[config.mk]
export PLATFORM = sky130hd
export DESIGN_NAME = sssir_top
export DESIGN_NICKNAME = d
export VERILOG_FILES = /design/src/design/sssir_top.v
export VERILOG_INCLUDE_DIRS = /design/src /design/src/common
export SDC_FILE = /design/constraint.sdc
export NUM_CORES = 1
export LEC_CHECK = 0
export ABC_AREA = 1
export ABC_CLOCK_PERIOD_IN_PS = 1400
export BUFFER_PORTS_ARGS = -buffer_cell sky130_fd_sc_hd__buf_2
export CELL_PAD_IN_SITES_DETAIL_PLACEMENT = 1
export CELL_PAD_IN_SITES_GLOBAL_PLACEMENT = 1
export CORE_MARGIN = 2
export CORE_UTILIZATION = 37
export CTS_BUF_LIST = sky130_fd_sc_hd__clkbuf_2
export CTS_CLUSTER_DIAMETER = 200
export DETAILED_ROUTE_END_ITERATION = 16
export PLACE_DENSITY_LB_ADDON = 0.08
export SYNTH_ARGS = -nofsm -noshare
export SYNTH_HDL_FRONTEND = slang
export SYNTH_SLANG_ARGS = --single-unit
export TNS_END_PERCENT = 10
[constraint.sdc]
create_clock -name CLK -period 1.4 [get_ports CLK]
set_input_delay 0.07 -clock CLK [delete_from_list [all_inputs] [get_ports CLK]]
set_output_delay 0.07 -clock CLK [all_outputs]
set_load 0.005 [all_outputs]
[src/common/sssir_defines.vh]
// Register map, field positions and reset values of the serial status block
`ifndef SSSIR_DEFINES_VH
`define SSSIR_DEFINES_VH

// Byte addresses on the register bus
`define SSSIR_ADR_W        8
`define SSSIR_OFF_RXHOLD   8'h20
`define SSSIR_OFF_TXHOLD   8'h24
`define SSSIR_OFF_RXSYNC   8'h30
`define SSSIR_OFF_TXSYNC   8'h34
`define SSSIR_OFF_CMPA     8'h38
`define SSSIR_OFF_CMPB     8'h3C
`define SSSIR_OFF_STATUS   8'h40
`define SSSIR_OFF_IRQSET   8'h44
`define SSSIR_OFF_IRQCLR   8'h48
`define SSSIR_OFF_IRQMASK  8'h4C
`define SSSIR_OFF_CONFIG   8'h50

// Status, enable, disable and mask layout
`define SSSIR_NFLAG        12
`define SSSIR_B_TX_READY_FLAG      0
`define SSSIR_B_TX_EMPTY_FLAG    1
`define SSSIR_B_TXEND      2
`define SSSIR_B_TX_BUFFERS_EMPTY_FLAG     3
`define SSSIR_B_RX_READY_FLAG      4
`define SSSIR_B_RX_OVERRUN_FLAG      5
`define SSSIR_B_RXEND      6
`define SSSIR_B_RX_BUFFERS_FULL_FLAG     7
`define SSSIR_B_CMPA       8
`define SSSIR_B_CMPB       9
`define SSSIR_B_TX_SYNC_FLAG      10
`define SSSIR_B_RX_SYNC_FLAG      11
`define SSSIR_B_TX_ENABLED_STATUS       16
`define SSSIR_B_RX_ENABLED_STATUS       17

// Config register fields
`define SSSIR_CF_LEN_LO    0
`define SSSIR_CF_LEN_HI    4
`define SSSIR_CF_EDGE      8
`define SSSIR_CF_FRAME_SYNC_DATA_EN     9
`define SSSIR_CF_RST       10'h01F
`define SSSIR_CF_W         10

// Edge select codes
`define SSSIR_EDGE_RISE    1'h0
`define SSSIR_EDGE_FALL    1'h1

`define SSSIR_SYNC_W       16
`define SSSIR_SYNC_CNT_W   4
`define SSSIR_WORD_RST     32'h0000_0000
`define SSSIR_HALF_RST     16'h0000
`define SSSIR_MASK_RST     12'h000

`endif

[src/design/sssir_top.v]
// Status, interrupt and holding registers of a synchronous serial controller
//
// Functional notes
// - Edge select 0 makes rising frame sync raise tx sync; 1 falling.
// - Receive and transmit words are right-aligned whatever word length is set.
// - Transmit ready is low while a word waits in holding, high when empty.
// - Transmit empty rises only after last word loaded and fully shifted out.
// - Transmit DMA end sets at count zero; cleared by counter writes.
// - Transmit buffers empty is high exactly when both transmit counts are zero.
// - Receive ready sets when a word lands; low while holding is empty.
// - Overrun sets when a word lands unread; held until status read.
// - Receive DMA end sets at count zero; cleared by counter writes.
// - Receive buffers full is high exactly when both receive counts are zero.
// - Compare flags set on match, cleared by status read.
// - Sync flags set on frame sync events, cleared by status read.
// - Status, enable, disable, mask share bits 0-11; 16-17 enable status.
// - Writing one to enable register sets mask bit; zero no effect.
// - Writing one to disable register clears mask bit; zero no effect.
// - Mask register reads one per enabled source, zero per disabled.
// - With sync data enabled, sync holding shifts out during frame sync.
`include "sssir_defines.vh"

module sssir_top (
   input  wire                    CLK,
   input  wire                    RST,
   input  wire                    WB_CYC_I,
   input  wire                    WB_STB_I,
   input  wire                    WB_WE_I,
   input  wire [`SSSIR_ADR_W-1:0] WB_ADR_I,
   input  wire [3:0]              WB_SEL_I,
   input  wire [31:0]             WB_DAT_I,
   output wire [31:0]             WB_DAT_O,
   output wire                    WB_ACK_O,
   output wire                    IRQ,
   output wire [31:0]             TX_WORD,
   output wire                    TX_WORD_VALID,
   input  wire                    TX_SHIFT_LOAD,
   input  wire                    TX_SHIFT_BUSY,
   input  wire [31:0]             RX_WORD_IN,
   input  wire                    RX_WORD_LOAD,
   input  wire [15:0]             RX_SYNC_IN,
   input  wire                    RX_SYNC_LOAD,
   input  wire                    RX_SYNC_EVT,
   input  wire                    TX_CNT_ZERO,
   input  wire                    TX_NCNT_ZERO,
   input  wire                    TX_CNT_WR,
   input  wire                    RX_CNT_ZERO,
   input  wire                    RX_NCNT_ZERO,
   input  wire                    RX_CNT_WR,
   input  wire                    TX_EN_STAT,
   input  wire                    RX_EN_STAT,
   input  wire                    TF_PIN,
   input  wire                    TK_PIN,
   output wire                    TD_SYNC_BIT,
   output wire                    TD_SYNC_OE
);

   // Bus slave
   reg                       ack_r;
   reg  [31:0]               dat_r;
   reg  [31:0]               dat_nxt;
   wire                      acc = WB_CYC_I & WB_STB_I & ~ack_r;
   wire                      wr = acc & WB_WE_I;
   wire                      rd = acc & ~WB_WE_I;
   wire                      hit_rxhold = (WB_ADR_I == `SSSIR_OFF_RXHOLD);
   wire                      hit_txhold = (WB_ADR_I == `SSSIR_OFF_TXHOLD);
   wire                      hit_txsync = (WB_ADR_I == `SSSIR_OFF_TXSYNC);
   wire                      hit_cmpa = (WB_ADR_I == `SSSIR_OFF_CMPA);
   wire                      hit_cmpb = (WB_ADR_I == `SSSIR_OFF_CMPB);
   wire                      hit_status = (WB_ADR_I == `SSSIR_OFF_STATUS);
   wire                      hit_irqset = (WB_ADR_I == `SSSIR_OFF_IRQSET);
   wire                      hit_irqclr = (WB_ADR_I == `SSSIR_OFF_IRQCLR);
   wire                      hit_config = (WB_ADR_I == `SSSIR_OFF_CONFIG);
   wire                      sr_read = rd & hit_status;

   // Byte-lane merge for writable registers
   wire [31:0]               lane = {{8{WB_SEL_I[3]}}, {8{WB_SEL_I[2]}},
                                     {8{WB_SEL_I[1]}}, {8{WB_SEL_I[0]}}};

   // Storage
   reg  [31:0]               rx_word_r;
   reg  [31:0]               tx_word_r;
   reg  [15:0]               rx_sync_word_r;
   reg  [15:0]               tx_sync_word_r;
   reg  [15:0]               cmp_a_r;
   reg  [15:0]               cmp_b_r;
   reg  [`SSSIR_CF_W-1:0]    cfg_r;
   reg  [`SSSIR_NFLAG-1:0]   mask_r;

   // Flags
   reg                       tx_hold_r;
   reg                       tx_empty_flag_r;
   reg                       tx_dma_end_flag_r;
   reg                       tx_buffers_empty_flag_r;
   reg                       rx_ready_flag_r;
   reg                       rx_overrun_flag_r;
   reg                       rx_dma_end_flag_r;
   reg                       rx_buffers_full_flag_r;
   reg                       compare_a_flag_r;
   reg                       compare_b_flag_r;
   reg                       tx_sync_flag_r;
   reg                       rx_sync_flag_r;
   reg                       tx_cnt_zero_d_r;
   reg                       rx_cnt_zero_d_r;
   reg                       irq_r;

   wire [4:0]                word_length = cfg_r[`SSSIR_CF_LEN_HI:`SSSIR_CF_LEN_LO];
   wire                      frame_sync_edge_sel = cfg_r[`SSSIR_CF_EDGE];
   wire                      frame_sync_data_en = cfg_r[`SSSIR_CF_FRAME_SYNC_DATA_EN];

   // Keeps bits 0..word_length, so a short word stays right-aligned
   wire [31:0]               len_mask = {32{1'b1}} >> (5'h1F - word_length);

   wire [`SSSIR_NFLAG-1:0]   flags;
   assign flags[`SSSIR_B_TX_READY_FLAG]   = ~tx_hold_r;
   assign flags[`SSSIR_B_TX_EMPTY_FLAG] = tx_empty_flag_r;
   assign flags[`SSSIR_B_TXEND]   = tx_dma_end_flag_r;
   assign flags[`SSSIR_B_TX_BUFFERS_EMPTY_FLAG]  = tx_buffers_empty_flag_r;
   assign flags[`SSSIR_B_RX_READY_FLAG]   = rx_ready_flag_r;
   assign flags[`SSSIR_B_RX_OVERRUN_FLAG]   = rx_overrun_flag_r;
   assign flags[`SSSIR_B_RXEND]   = rx_dma_end_flag_r;
   assign flags[`SSSIR_B_RX_BUFFERS_FULL_FLAG]  = rx_buffers_full_flag_r;
   assign flags[`SSSIR_B_CMPA]    = compare_a_flag_r;
   assign flags[`SSSIR_B_CMPB]    = compare_b_flag_r;
   assign flags[`SSSIR_B_TX_SYNC_FLAG]   = tx_sync_flag_r;
   assign flags[`SSSIR_B_RX_SYNC_FLAG]   = rx_sync_flag_r;

   // Frame sync and clock pins: three stages, a change counts on agreement
   reg  [2:0]                tf_s_r;
   reg  [2:0]                tk_s_r;
   reg                       tf_lvl_r;
   reg                       tk_lvl_r;
   wire                      tf_stable = (tf_s_r[1] == tf_s_r[2]);
   wire                      tk_stable = (tk_s_r[1] == tk_s_r[2]);
   wire                      tf_rise = tf_stable & tf_s_r[2] & ~tf_lvl_r;
   wire                      tf_fall = tf_stable & ~tf_s_r[2] & tf_lvl_r;
   wire                      tk_fall = tk_stable & ~tk_s_r[2] & tk_lvl_r;
   wire                      tx_sync_evt =
      (frame_sync_edge_sel == `SSSIR_EDGE_RISE) ? tf_rise : tf_fall;

   always @(posedge CLK)
   begin
      if (RST)
      begin
         tf_s_r   <= 3'h0;
         tk_s_r   <= 3'h0;
         tf_lvl_r <= 1'b0;
         tk_lvl_r <= 1'b0;
      end
      else
      begin
         tf_s_r <= {tf_s_r[1:0], TF_PIN};
         tk_s_r <= {tk_s_r[1:0], TK_PIN};
         if (tf_stable)
            tf_lvl_r <= tf_s_r[2];
         if (tk_stable)
            tk_lvl_r <= tk_s_r[2];
      end
   end

   // Sync data shifter, LSB first, one bit per falling link clock edge
   reg  [15:0]               sync_sh_r;
   reg                       td_bit_r;
   reg                       td_oe_r;
   always @(posedge CLK)
   begin
      if (RST)
      begin
         sync_sh_r <= `SSSIR_HALF_RST;
         td_bit_r  <= 1'b0;
         td_oe_r   <= 1'b0;
      end
      else
      begin
         if (tf_rise)
         begin
            sync_sh_r <= tx_sync_word_r;
            td_bit_r  <= tx_sync_word_r[0];
         end
         else if (tk_fall & tf_lvl_r)
         begin
            sync_sh_r <= {1'b0, sync_sh_r[15:1]};
            td_bit_r  <= sync_sh_r[1];
         end
         td_oe_r <= frame_sync_data_en & (tf_rise | (tf_lvl_r & ~tf_fall));
      end
   end

   // Read mux
   always @*
   begin
      dat_nxt = `SSSIR_WORD_RST;
      case (WB_ADR_I)
         `SSSIR_OFF_RXHOLD:  dat_nxt = rx_word_r;
         `SSSIR_OFF_RXSYNC:  dat_nxt = {16'h0000, rx_sync_word_r};
         `SSSIR_OFF_TXSYNC:  dat_nxt = {16'h0000, tx_sync_word_r};
         `SSSIR_OFF_CMPA:    dat_nxt = {16'h0000, cmp_a_r};
         `SSSIR_OFF_CMPB:    dat_nxt = {16'h0000, cmp_b_r};
         `SSSIR_OFF_STATUS:
         begin
            dat_nxt[`SSSIR_NFLAG-1:0] = flags;
            dat_nxt[`SSSIR_B_TX_ENABLED_STATUS]    = TX_EN_STAT;
            dat_nxt[`SSSIR_B_RX_ENABLED_STATUS]    = RX_EN_STAT;
         end
         `SSSIR_OFF_IRQMASK: dat_nxt[`SSSIR_NFLAG-1:0] = mask_r;
         `SSSIR_OFF_CONFIG:  dat_nxt[`SSSIR_CF_W-1:0] = cfg_r;
         default:            dat_nxt = `SSSIR_WORD_RST;
      endcase
   end

   always @(posedge CLK)
   begin
      if (RST)
      begin
         ack_r <= 1'b0;
         dat_r <= `SSSIR_WORD_RST;
      end
      else
      begin
         ack_r <= acc;
         if (rd)
            dat_r <= dat_nxt;
      end
   end

   // Writable registers and mask
   always @(posedge CLK)
   begin
      if (RST)
      begin
         tx_word_r      <= `SSSIR_WORD_RST;
         tx_sync_word_r <= `SSSIR_HALF_RST;
         cmp_a_r        <= `SSSIR_HALF_RST;
         cmp_b_r        <= `SSSIR_HALF_RST;
         cfg_r          <= `SSSIR_CF_RST;
         mask_r         <= `SSSIR_MASK_RST;
      end
      else
      begin
         if (wr & hit_txhold)
            tx_word_r <= ((tx_word_r & ~lane) | (WB_DAT_I & lane)) & len_mask;
         if (wr & hit_txsync)
            tx_sync_word_r <= (tx_sync_word_r & ~lane[15:0]) |
                              (WB_DAT_I[15:0] & lane[15:0]);
         if (wr & hit_cmpa)
            cmp_a_r <= (cmp_a_r & ~lane[15:0]) | (WB_DAT_I[15:0] & lane[15:0]);
         if (wr & hit_cmpb)
            cmp_b_r <= (cmp_b_r & ~lane[15:0]) | (WB_DAT_I[15:0] & lane[15:0]);
         if (wr & hit_config)
            cfg_r <= (cfg_r & ~lane[`SSSIR_CF_W-1:0]) |
                     (WB_DAT_I[`SSSIR_CF_W-1:0] & lane[`SSSIR_CF_W-1:0]);
         // Disable wins if both land in one cycle, which cannot happen here
         mask_r <= (mask_r |
                    ({`SSSIR_NFLAG{wr & hit_irqset}} &
                     WB_DAT_I[`SSSIR_NFLAG-1:0])) &
                   ~({`SSSIR_NFLAG{wr & hit_irqclr}} &
                     WB_DAT_I[`SSSIR_NFLAG-1:0]);
      end
   end

   // Transmit side flags
   wire                      tx_cnt_reach = TX_CNT_ZERO & ~tx_cnt_zero_d_r;
   always @(posedge CLK)
   begin
      if (RST)
      begin
         tx_hold_r               <= 1'b0;
         tx_empty_flag_r         <= 1'b1;
         tx_dma_end_flag_r       <= 1'b0;
         tx_buffers_empty_flag_r <= 1'b0;
         tx_cnt_zero_d_r         <= 1'b0;
      end
      else
      begin
         // A write overrides a simultaneous load: the new word is held
         if (wr & hit_txhold)
            tx_hold_r <= 1'b1;
         else if (TX_SHIFT_LOAD)
            tx_hold_r <= 1'b0;
         tx_empty_flag_r <= ~(wr & hit_txhold) & ~tx_hold_r &
                            ~TX_SHIFT_BUSY & ~TX_SHIFT_LOAD;
         tx_cnt_zero_d_r <= TX_CNT_ZERO;
         if (tx_cnt_reach)
            tx_dma_end_flag_r <= 1'b1;
         else if (TX_CNT_WR)
            tx_dma_end_flag_r <= 1'b0;
         tx_buffers_empty_flag_r <= TX_CNT_ZERO & TX_NCNT_ZERO;
      end
   end

   // Receive side flags and holding registers
   wire                      rx_cnt_reach = RX_CNT_ZERO & ~rx_cnt_zero_d_r;
   wire                      rx_rd = rd & hit_rxhold;
   always @(posedge CLK)
   begin
      if (RST)
      begin
         rx_word_r              <= `SSSIR_WORD_RST;
         rx_sync_word_r         <= `SSSIR_HALF_RST;
         rx_ready_flag_r        <= 1'b0;
         rx_overrun_flag_r      <= 1'b0;
         rx_dma_end_flag_r      <= 1'b0;
         rx_buffers_full_flag_r <= 1'b0;
         rx_cnt_zero_d_r        <= 1'b0;
      end
      else
      begin
         if (RX_WORD_LOAD)
            rx_word_r <= RX_WORD_IN & len_mask;
         if (RX_SYNC_LOAD)
            rx_sync_word_r <= RX_SYNC_IN;
         if (RX_WORD_LOAD)
            rx_ready_flag_r <= 1'b1;
         else if (rx_rd)
            rx_ready_flag_r <= 1'b0;
         // Word landing on an unread one; a read in the same cycle saves it
         if (RX_WORD_LOAD & rx_ready_flag_r & ~rx_rd)
            rx_overrun_flag_r <= 1'b1;
         else if (sr_read)
            rx_overrun_flag_r <= 1'b0;
         rx_cnt_zero_d_r <= RX_CNT_ZERO;
         if (rx_cnt_reach)
            rx_dma_end_flag_r <= 1'b1;
         else if (RX_CNT_WR)
            rx_dma_end_flag_r <= 1'b0;
         rx_buffers_full_flag_r <= RX_CNT_ZERO & RX_NCNT_ZERO;
      end
   end

   // Read-to-clear event flags; a new event beats the clearing read
   wire                      hit_a = RX_WORD_LOAD & (RX_WORD_IN[15:0] == cmp_a_r);
   wire                      hit_b = RX_WORD_LOAD & (RX_WORD_IN[15:0] == cmp_b_r);
   always @(posedge CLK)
   begin
      if (RST)
      begin
         compare_a_flag_r <= 1'b0;
         compare_b_flag_r <= 1'b0;
         tx_sync_flag_r   <= 1'b0;
         rx_sync_flag_r   <= 1'b0;
         irq_r            <= 1'b0;
      end
      else
      begin
         compare_a_flag_r <= hit_a | (compare_a_flag_r & ~sr_read);
         compare_b_flag_r <= hit_b | (compare_b_flag_r & ~sr_read);
         tx_sync_flag_r   <= tx_sync_evt | (tx_sync_flag_r & ~sr_read);
         rx_sync_flag_r   <= RX_SYNC_EVT | (rx_sync_flag_r & ~sr_read);
         irq_r            <= |(flags & mask_r);
      end
   end

   assign WB_DAT_O      = dat_r;
   assign WB_ACK_O      = ack_r;
   assign IRQ           = irq_r;
   assign TX_WORD       = tx_word_r;
   assign TX_WORD_VALID = tx_hold_r;
   assign TD_SYNC_BIT   = td_bit_r;
   assign TD_SYNC_OE    = td_oe_r;

endmodule // sssir_top

# Yosys cells after proc, flatten, opt, wreduce, memory -nomap -nowiden
# Index checks and enable logic that the tools add are counted.
# totals
regBits	224
latchBits	0
mem_bits_rw	0
mem_bits_ro	0
out_inout_bits	69
wordCells	156
memories	0
# classes
n_addsub	1
multipliers	0
div	0
order_cmp	0
n_eq_ne	15
shifts	1
mux	20
bitwise_logic	80
reduce_logical	7
# op_table
cell	n
AND 32 bit	4
case mux 10 bit (8 select lines)	1
AND 16 bit	4
AND 12 bit	4
equality test 8 x 6 -> 1 bit (second input constant)	6
OR 16 bit	3
equality test 8 x 7 -> 1 bit (second input constant)	5
AND 1 bit	37
equality test 16 bit	2
2-to-1 mux 16 bit	2
NOT 32 bit	1
OR 32 bit	1
>> shifter 32 x 5 -> 32 bit (first input constant)	1
AND 10 bit	2
case mux 4 bit (5 select lines)	1
NOT 16 bit	1
2-to-1 mux 14 bit	1
NOT 1 bit	14
case mux 2 bit (7 select lines)	1
2-to-1 mux 1 bit	13
NOT 12 bit	1
OR 12 bit	1
nonzero test 2 bit	6
OR reduction 12 bit	1
other kinds (6)	11

# Logic depth before layout (Yosys ltp)
# Gate-level depths: netlist of run 1.
# depth
word_depth	8
mapped_depth	11
ltp_nobuf	9

# Least setup slack after synthesis of run 1
# Ideal clock, no wire load.
# synth_path
kind	reg2reg
start	register ack_r, in the netlist WB_ACK_O
end	register tx_word_r[18], in the netlist TX_WORD[18]
setup_ps	120
arrival_ps	1291
path_slack_ps	-11
path_stages_with_launch	9
path_buffers	2
path_cell_list	dfxtp_1 > inv_1 > nand3_1 > nor2_1 > buf_4 > nand3_1 > buf_2 > o21ai_0 > a21oi_1
# synth_via
elab_chain_len	4
# synth_lines
element	line_no	rtl
from (decl)	sssir_top.v:59	reg ack_r;
from (signal assigned)	sssir_top.v:215	ack_r <= 1'b0;
from (signal assigned)	sssir_top.v:220	ack_r <= acc;
NOT 1 bit	sssir_top.v:62	wire acc = WB_CYC_I & WB_STB_I & ~ack_r;
AND 1 bit	sssir_top.v:62	
AND 1 bit	sssir_top.v:63	wire wr = acc & WB_WE_I;
AND 1 bit	sssir_top.v:240	if (wr & hit_txhold)
to (signal assigned)	sssir_top.v:231	tx_word_r <= `SSSIR_WORD_RST;
to (signal assigned)	sssir_top.v:241	tx_word_r <= ((tx_word_r & ~lane) | (WB_DAT_I & lane)) & len_mask;
to (decl)	sssir_top.v:82	reg [31:0] tx_word_r;
# No other way between the ends.
# A chain may end at the register's enable or synchronous reset.

# Final worst setup path of run 1
# layout_path
start	register ack_r, in the netlist WB_ACK_O
end	register tx_word_r[16], in the netlist TX_WORD[16]
# The elaborated chain is that of the path after synthesis.

==> metrics.yaml, run 1 <==
status: "finished with violations"
violations: "setup timing"
syn2layout_area_growth_pct: 51.87
required_ns: 2.17
insertion_delay_ns: 0.91
core_um2: 27030
drive_gt1_share_pct: 28.65
fin_ws_ns: -0.1463
synth_area_leaders: "dfxtp_1, nand2_1, o21ai_0"
p_sw_mw: 3.899
fmax_ghz: 0.6467
antenna_found_initial: 2
num_vias: 12370
grt_max_degree: 77
hold_class: "in2reg"
synth_cell_types: 41
syn_area_per_cell_um2: 6.901
grt_pass1_wl_um: 71290
synth_top_cell_by_area: "dfxtp_1"
fillCellCount: 3412
p_sw_share_pct: 30.30
yosys_warnings: 0
die_x_um: 170.3
peakVddDrop_v: 0.0004696
fin_skew_ns: 0.05448
viasPerCell: 5.295
path_max_fanout: 18
start_kind: "flip-flop"
timing.final.hold_violations: 0
nets: 2064
cellInternalPower_mw: 8.971
placed_cells: 2027
synth_fp_nets: 1598
place.port_buffers: 180
synth-seq-cells: 223
worstSetupPathType: "reg2reg"
dpl.hpwl_um: 30160
synth_edf_count: 0
final_cell_mix: "nand2_1, dlygate4sd3_1, inv_1, nor2_1, dfxtp_1"
cts_tree: "yes"
fin_crit_ns: 1.546
crit_path_end_kind: "flip-flop"
dr.pass1.iters: 5
slew_headroom_pct: 59.68
grt.total_usage_pct: 32.05
grt_pass1_vias: 13073
ios: 181
holdWs_ns: 0.02539
drv_cap: 0
synthCells: 1483
yosys.area.top_type_share_pct: 43.62
overflow: 0
drc: 0
htree_levels: 2
synth_async_sr_flop_share_pct: 0
syn_area_um2: 10230
cts.clk_slew.worst_paths_ns: 0.10
dieArea_um2: 29010
synth_ff_type: "dfxtp_1"
die_h_um: 170.3
seqPwrFrac_pct: 50.9
wire_per_inst_um: 20.71
final_util_pct: 57.51
drv_slew: 0
p_clk_share_pct: 36.6
rsz0062_at_grt: "true"
powerDensity_nw_per_um2: 828.0
leakagePower_nw: 6.996
initialDrtViolationCount: 764
comb_power_share_pct: 12.4
ant_nets: 0
layout_commonest_cell: "nand2_1"
worstMarginPinSlew_ns: 0.6041
routed_wirelength_um: 48370
cts-root-buf: "clkbuf_2"
fin_cells: 2336
crit_arrival_ns: 2.31
cts_max_path_buffers: 3
cts_sinks: 223
synth_seq_area_share_pct: 43.62
setup_viol: 133
post-route-period-util_pct: 110.5
place.gp.congestion: 0.8963
rows: 60
start_util_pct: 37.87
cts_buffers: 61
[cell type report]
class	count	area, µm²	area share [%]
clock buffer	93	465.4	2.994
clock inverter	14	53.80	0.3461
inverter	176	674.4	4.339
antenna	2	5.005	0.03220
tap	341	426.7	2.745
multi-input combinational	1003	5164	33.22
sequential	223	4564	29.36
timing repair buffer	484	4190	26.96
[final timing paths]
path	startpoint	depth (start not counted)	to	slack [ns]
setup reg to reg	WB_ACK_O	9	TX_WORD[16]	-0.15
setup / recovery	WB_ACK_O	9	TX_WORD[16]	-0.15
hold / removal	WB_DAT_I[27]	4	TX_WORD[27]	0.03
hold reg to reg	tf_s_r[0]	2	tf_s_r[1]	0.40
[metrics by stage]
stage	setup TNS, ns	cell area, µm²	total power, mW	worst slack, ns
after floorplan	0	10240	7.152	0.005099
final	-7.212	15540	12.87	-0.1463
after CTS	-12.47	15040	12.74	-0.1730
after global placement	-12.89	12170	7.663	-0.1996
after global routing	-20.33	15540	13.42	-0.2282
after detailed placement	-16.90	12170	7.688	-0.2636
[power by group through the flow]
| stage | Combinational (mW) | Sequential (mW) | Clock (mW) |
|---|---|---|---|
| after floorplan | 0.486 | 6.67 | 0 |
| after global placement | 0.978 | 6.69 | 0 |
| after detailed placement | 0.998 | 6.69 | 0 |
| after CTS | 1.46 | 6.54 | 4.73 |
| after global routing | 1.71 | 6.57 | 5.14 |
| final | 1.60 | 6.56 | 4.72 |
[metal layers]
| layer | global-route usage (%) | vias to the layer above | part of all wire [%] |
|---|---|---|---|
| met5 | 0 | - | 0 |
| met4 | 15.53 | 0 | 4.9 |
| met3 | 5.256 | 144 | 5.1 |
| met2 | 59.16 | 429 | 51 |
| met1 | 35.61 | 5971 | 39 |
| li1 | - | 5826 | - |
[synthesized netlist by cell type, types with 3 or more instances]
cell type / instances
inv_1: 167
inv_2: 8
a221oi_1: 3
o211ai_1: 5
nor2_2: 5
o22ai_1: 8
nand2_1: 274
nor2_1: 161
xor2_1: 7
nor3_1: 23
nand3_1: 128
nand4_1: 3
dfxtp_1: 223
buf_1: 3
a211oi_1: 16
buf_2: 28
buf_4: 8
o21ai_0: 164
ha_1: 3
clkbuf_1: 42
nand2_2: 6
nand3_2: 4
buf_6: 3
a21oi_1: 156
o21ai_1: 14
[kinds of logic (layout without fill, tap and decap cells)]
| group | count (synthesis) | count (layout) | share of synthesized area (%) |
|---|---|---|---|
| simple gates | 613 | 616 | 25.50 |
| other cells | 0 | 2 | 0 |
| compound gates | 377 | 377 | 19.52 |
| buf+inv | 260 | 767 | 10.39 |
| flops | 223 | 223 | 43.62 |
| fa+ha+maj | 3 | 3 | 0.3668 |
| xor+xnor | 7 | 7 | 0.5990 |
[worst max-delay path: stages, from the launching register on]
cell and delay (ns):
dfxtp_2 0.35, inv_2 0.06, nand3_4 0.08, nor2_4 0.16, nand2_4 0.11, nor2_8 0.11
buf_12 0.18, inv_6 0.11, o22ai_2 0.17, nor2_2 0.07
[what timing repair did]
| item | CTS | global route |
|---|---|---|
| endpoints found under the setup margin | 215 | 230 |
| hold endpoints to repair | 222 | 0 |
| cloned | 2 | 1 |
| pin swaps | 9 | 13 |
| resized for setup | 171 | 133 |
| hold buffers | 194 | 0 |
| buffers inserted | 1 | 2 |
No activity file was read; power rests on OpenSTA's default activity.
==> run 2: changes to the inputs <==
--- a/config.mk
+++ b/config.mk
@@ -11,7 +11,7 @@
 export BUFFER_PORTS_ARGS = -buffer_cell sky130_fd_sc_hd__buf_2
 export CELL_PAD_IN_SITES_DETAIL_PLACEMENT = 1
 export CELL_PAD_IN_SITES_GLOBAL_PLACEMENT = 1
-export CORE_MARGIN = 2
+export CORE_MARGIN = 5
 export CORE_UTILIZATION = 37
 export CTS_BUF_LIST = sky130_fd_sc_hd__clkbuf_2
 export CTS_CLUSTER_DIAMETER = 200
==> run 2 against run 1 <==
Net effect: the flow finishes with violations (hold timing, setup timing); clock power grew 6.1%; design area increased by 0.93%; wire length increased by 3.9%; die area increased by 7.2%; clock skew is 0.030 ns higher; utilization grew 0.38 points; global-route usage down 1.8 points; sequential share of layout area shrank 0.29 points; final cell count grew 0.64%; register-to-register slack improved by 0.02 ns; via count is 0.78% higher.
==> metrics.yaml, run 2 (synthesized netlist as in run 1, its figures left out) <==
hold_depth: 6
die_x_um: 176.3
powerDensity_nw_per_um2: 837.6
timing.final.hold_violations: 22
grt_pass1_wl_um: 73750
nets: 2062
rsz0062_at_grt: "true"
crit_arrival_ns: 2.17
syn2layout_area_growth_pct: 53.29
hold_class: "in2reg"
dr.pass1.iters: 5
crit_start: "WB_ACK_O"
cts.clk_slew.worst_paths_ns: 0.10
fin_ws_ns: -0.1257
worstMarginPinSlew_ns: 0.6315
insertion_delay_ns: 0.89
dpl_worst_slack_ns: -0.2793
cts_max_path_buffers: 3
dpl.hpwl_um: 31470
place.gp.congestion: 0.9299
rows: 60
drive_gt1_share_pct: 31.22
cts_tree: "yes"
fin_crit_ns: 1.526
viasPerCell: 5.303
die_h_um: 176.3
fmax_ghz: 0.6554
num_vias: 12467
status: "finished with violations"
overflow: 0
drv_slew: 0
grt_max_degree: 62
setup_viol: 95
violations: "hold timing, setup timing"
cts-root-buf: "clkbuf_2"
place.port_buffers: 180
leakagePower_nw: 7.103
routed_wirelength_um: 50280
holdWs_ns: -0.07704
r2r_start: "WB_ACK_O"
worst_r2r_path_depth: 9
grt.total_usage_pct: 30.27
slew_headroom_pct: 57.85
core_um2: 27100
grt_pass1_vias: 13208
dieArea_um2: 31090
drv_cap: 0
layout_commonest_cell: "nand2_1"
antenna_found_initial: 3
final_cell_mix: "nand2_1, dlygate4sd3_1, inv_1, nor2_1, dfxtp_1"
crit_path_end_kind: "flip-flop"
ios: 181
wire_per_inst_um: 21.39
htree_levels: 3
cts_sinks: 223
required_ns: 2.04
path_max_fanout: 6
r2r_setup_slack_ns: -0.13
drc: 0
min_from: "WB_STB_I"
fin_area_um2: 15690
cts_buffers: 66
initialDrtViolationCount: 728
ant_nets: 0
start_util_pct: 37.77
worstSetupPathType: "reg2reg"
dpl_cell_area_um2: 12300
start_kind: "flip-flop"
peakVddDrop_v: 0.0005285
post-route-period-util_pct: 109.0
fin_skew_ns: 0.08496
-- run 2: cell types whose count changed in the layout (fill, tap and decap cells not counted), sizes merged --
cell	previous run	this run
buf	290	309
bufinv	0	2
clkbuf	93	87
clkinv	15	6
clkinvlp	0	3
diode	2	3
dlygate4sd3	194	165
dlymetal6s4s	0	3
inv	175	176
nand2	281	280
-- run 2: repair_timing --
item | 4_1_cts | 5_1_grt
setup buffers | 4 | 8
endpoints found under the setup margin | 211 | 220
cloned | 5 | 0
hold buffers | 167 | 1
pin swaps | 18 | 19
endpoints found under the hold margin | 222 | 54
resized for setup | 147 | 194
-- run 2: path summary, 6_finish.rpt --
check,to
min,flip-flop
max reg2reg,flip-flop
max,flip-flop
min reg2reg,tf_s_r[1]
-- run 2: routing by layer --
layer  wire [µm]  GRT usage (%)
met5           0              0
met4        1939          11.57
met1       19340          34.85
met3        2612          4.475
met2       26390          56.29
-- run 2: cell type report --
class                      instances  area [µm²]
antenna                            3       7.507
clock buffer                      87       435.4
clock inverter                    10       102.6
fill                            3438       11410
inverter                         176       681.9
multi-input combinational       1002        5278
sequential                       223        4562
tap                              372       465.4
timing repair buffer             477        4149
timing repair inverter             1       7.507
-- run 2: critical path, stage by stage, from the launching register on --
cell and delay [ns]:
dfxtp_2 0.34, inv_2 0.06, nand3_4 0.08, nor2_4 0.16, buf_6 0.15, buf_12 0.14
nand3_4 0.12, buf_6 0.18, nor2_2 0.09, a211oi_2 0.04
-- run 2: where the power goes --
| group | switching (mW) | leakage, nW | internal, mW | total (mW) |
|---|---|---|---|---|
| clock | 2.99 | 0.407 | 2.01 | 5.01 |
| combinational | 0.848 | 4.85 | 0.730 | 1.58 |
| sequential | 0.0934 | 1.85 | 6.46 | 6.56 |
-- run 2: metrics by stage --
| step | setup TNS, ns | power [mW] | utilization (%) | cells | hold slack, ns |
|---|---|---|---|---|---|
| final | -4.846 | 13.14 | 57.89 | 2351 | -0.07704 |
| after floorplan | 0 | 7.152 | - | 1483 | 0.1524 |
| after detailed placement | -18.80 | 7.720 | 45.38 | 2066 | 0.2811 |
| after global placement | -9.731 | 7.693 | 45.38 | 2066 | 0.2693 |
| after global routing | -16.10 | 13.74 | 57.89 | 2351 | -0.1460 |
| after CTS | -4.398 | 13.00 | 55.39 | 2339 | -0.1372 |
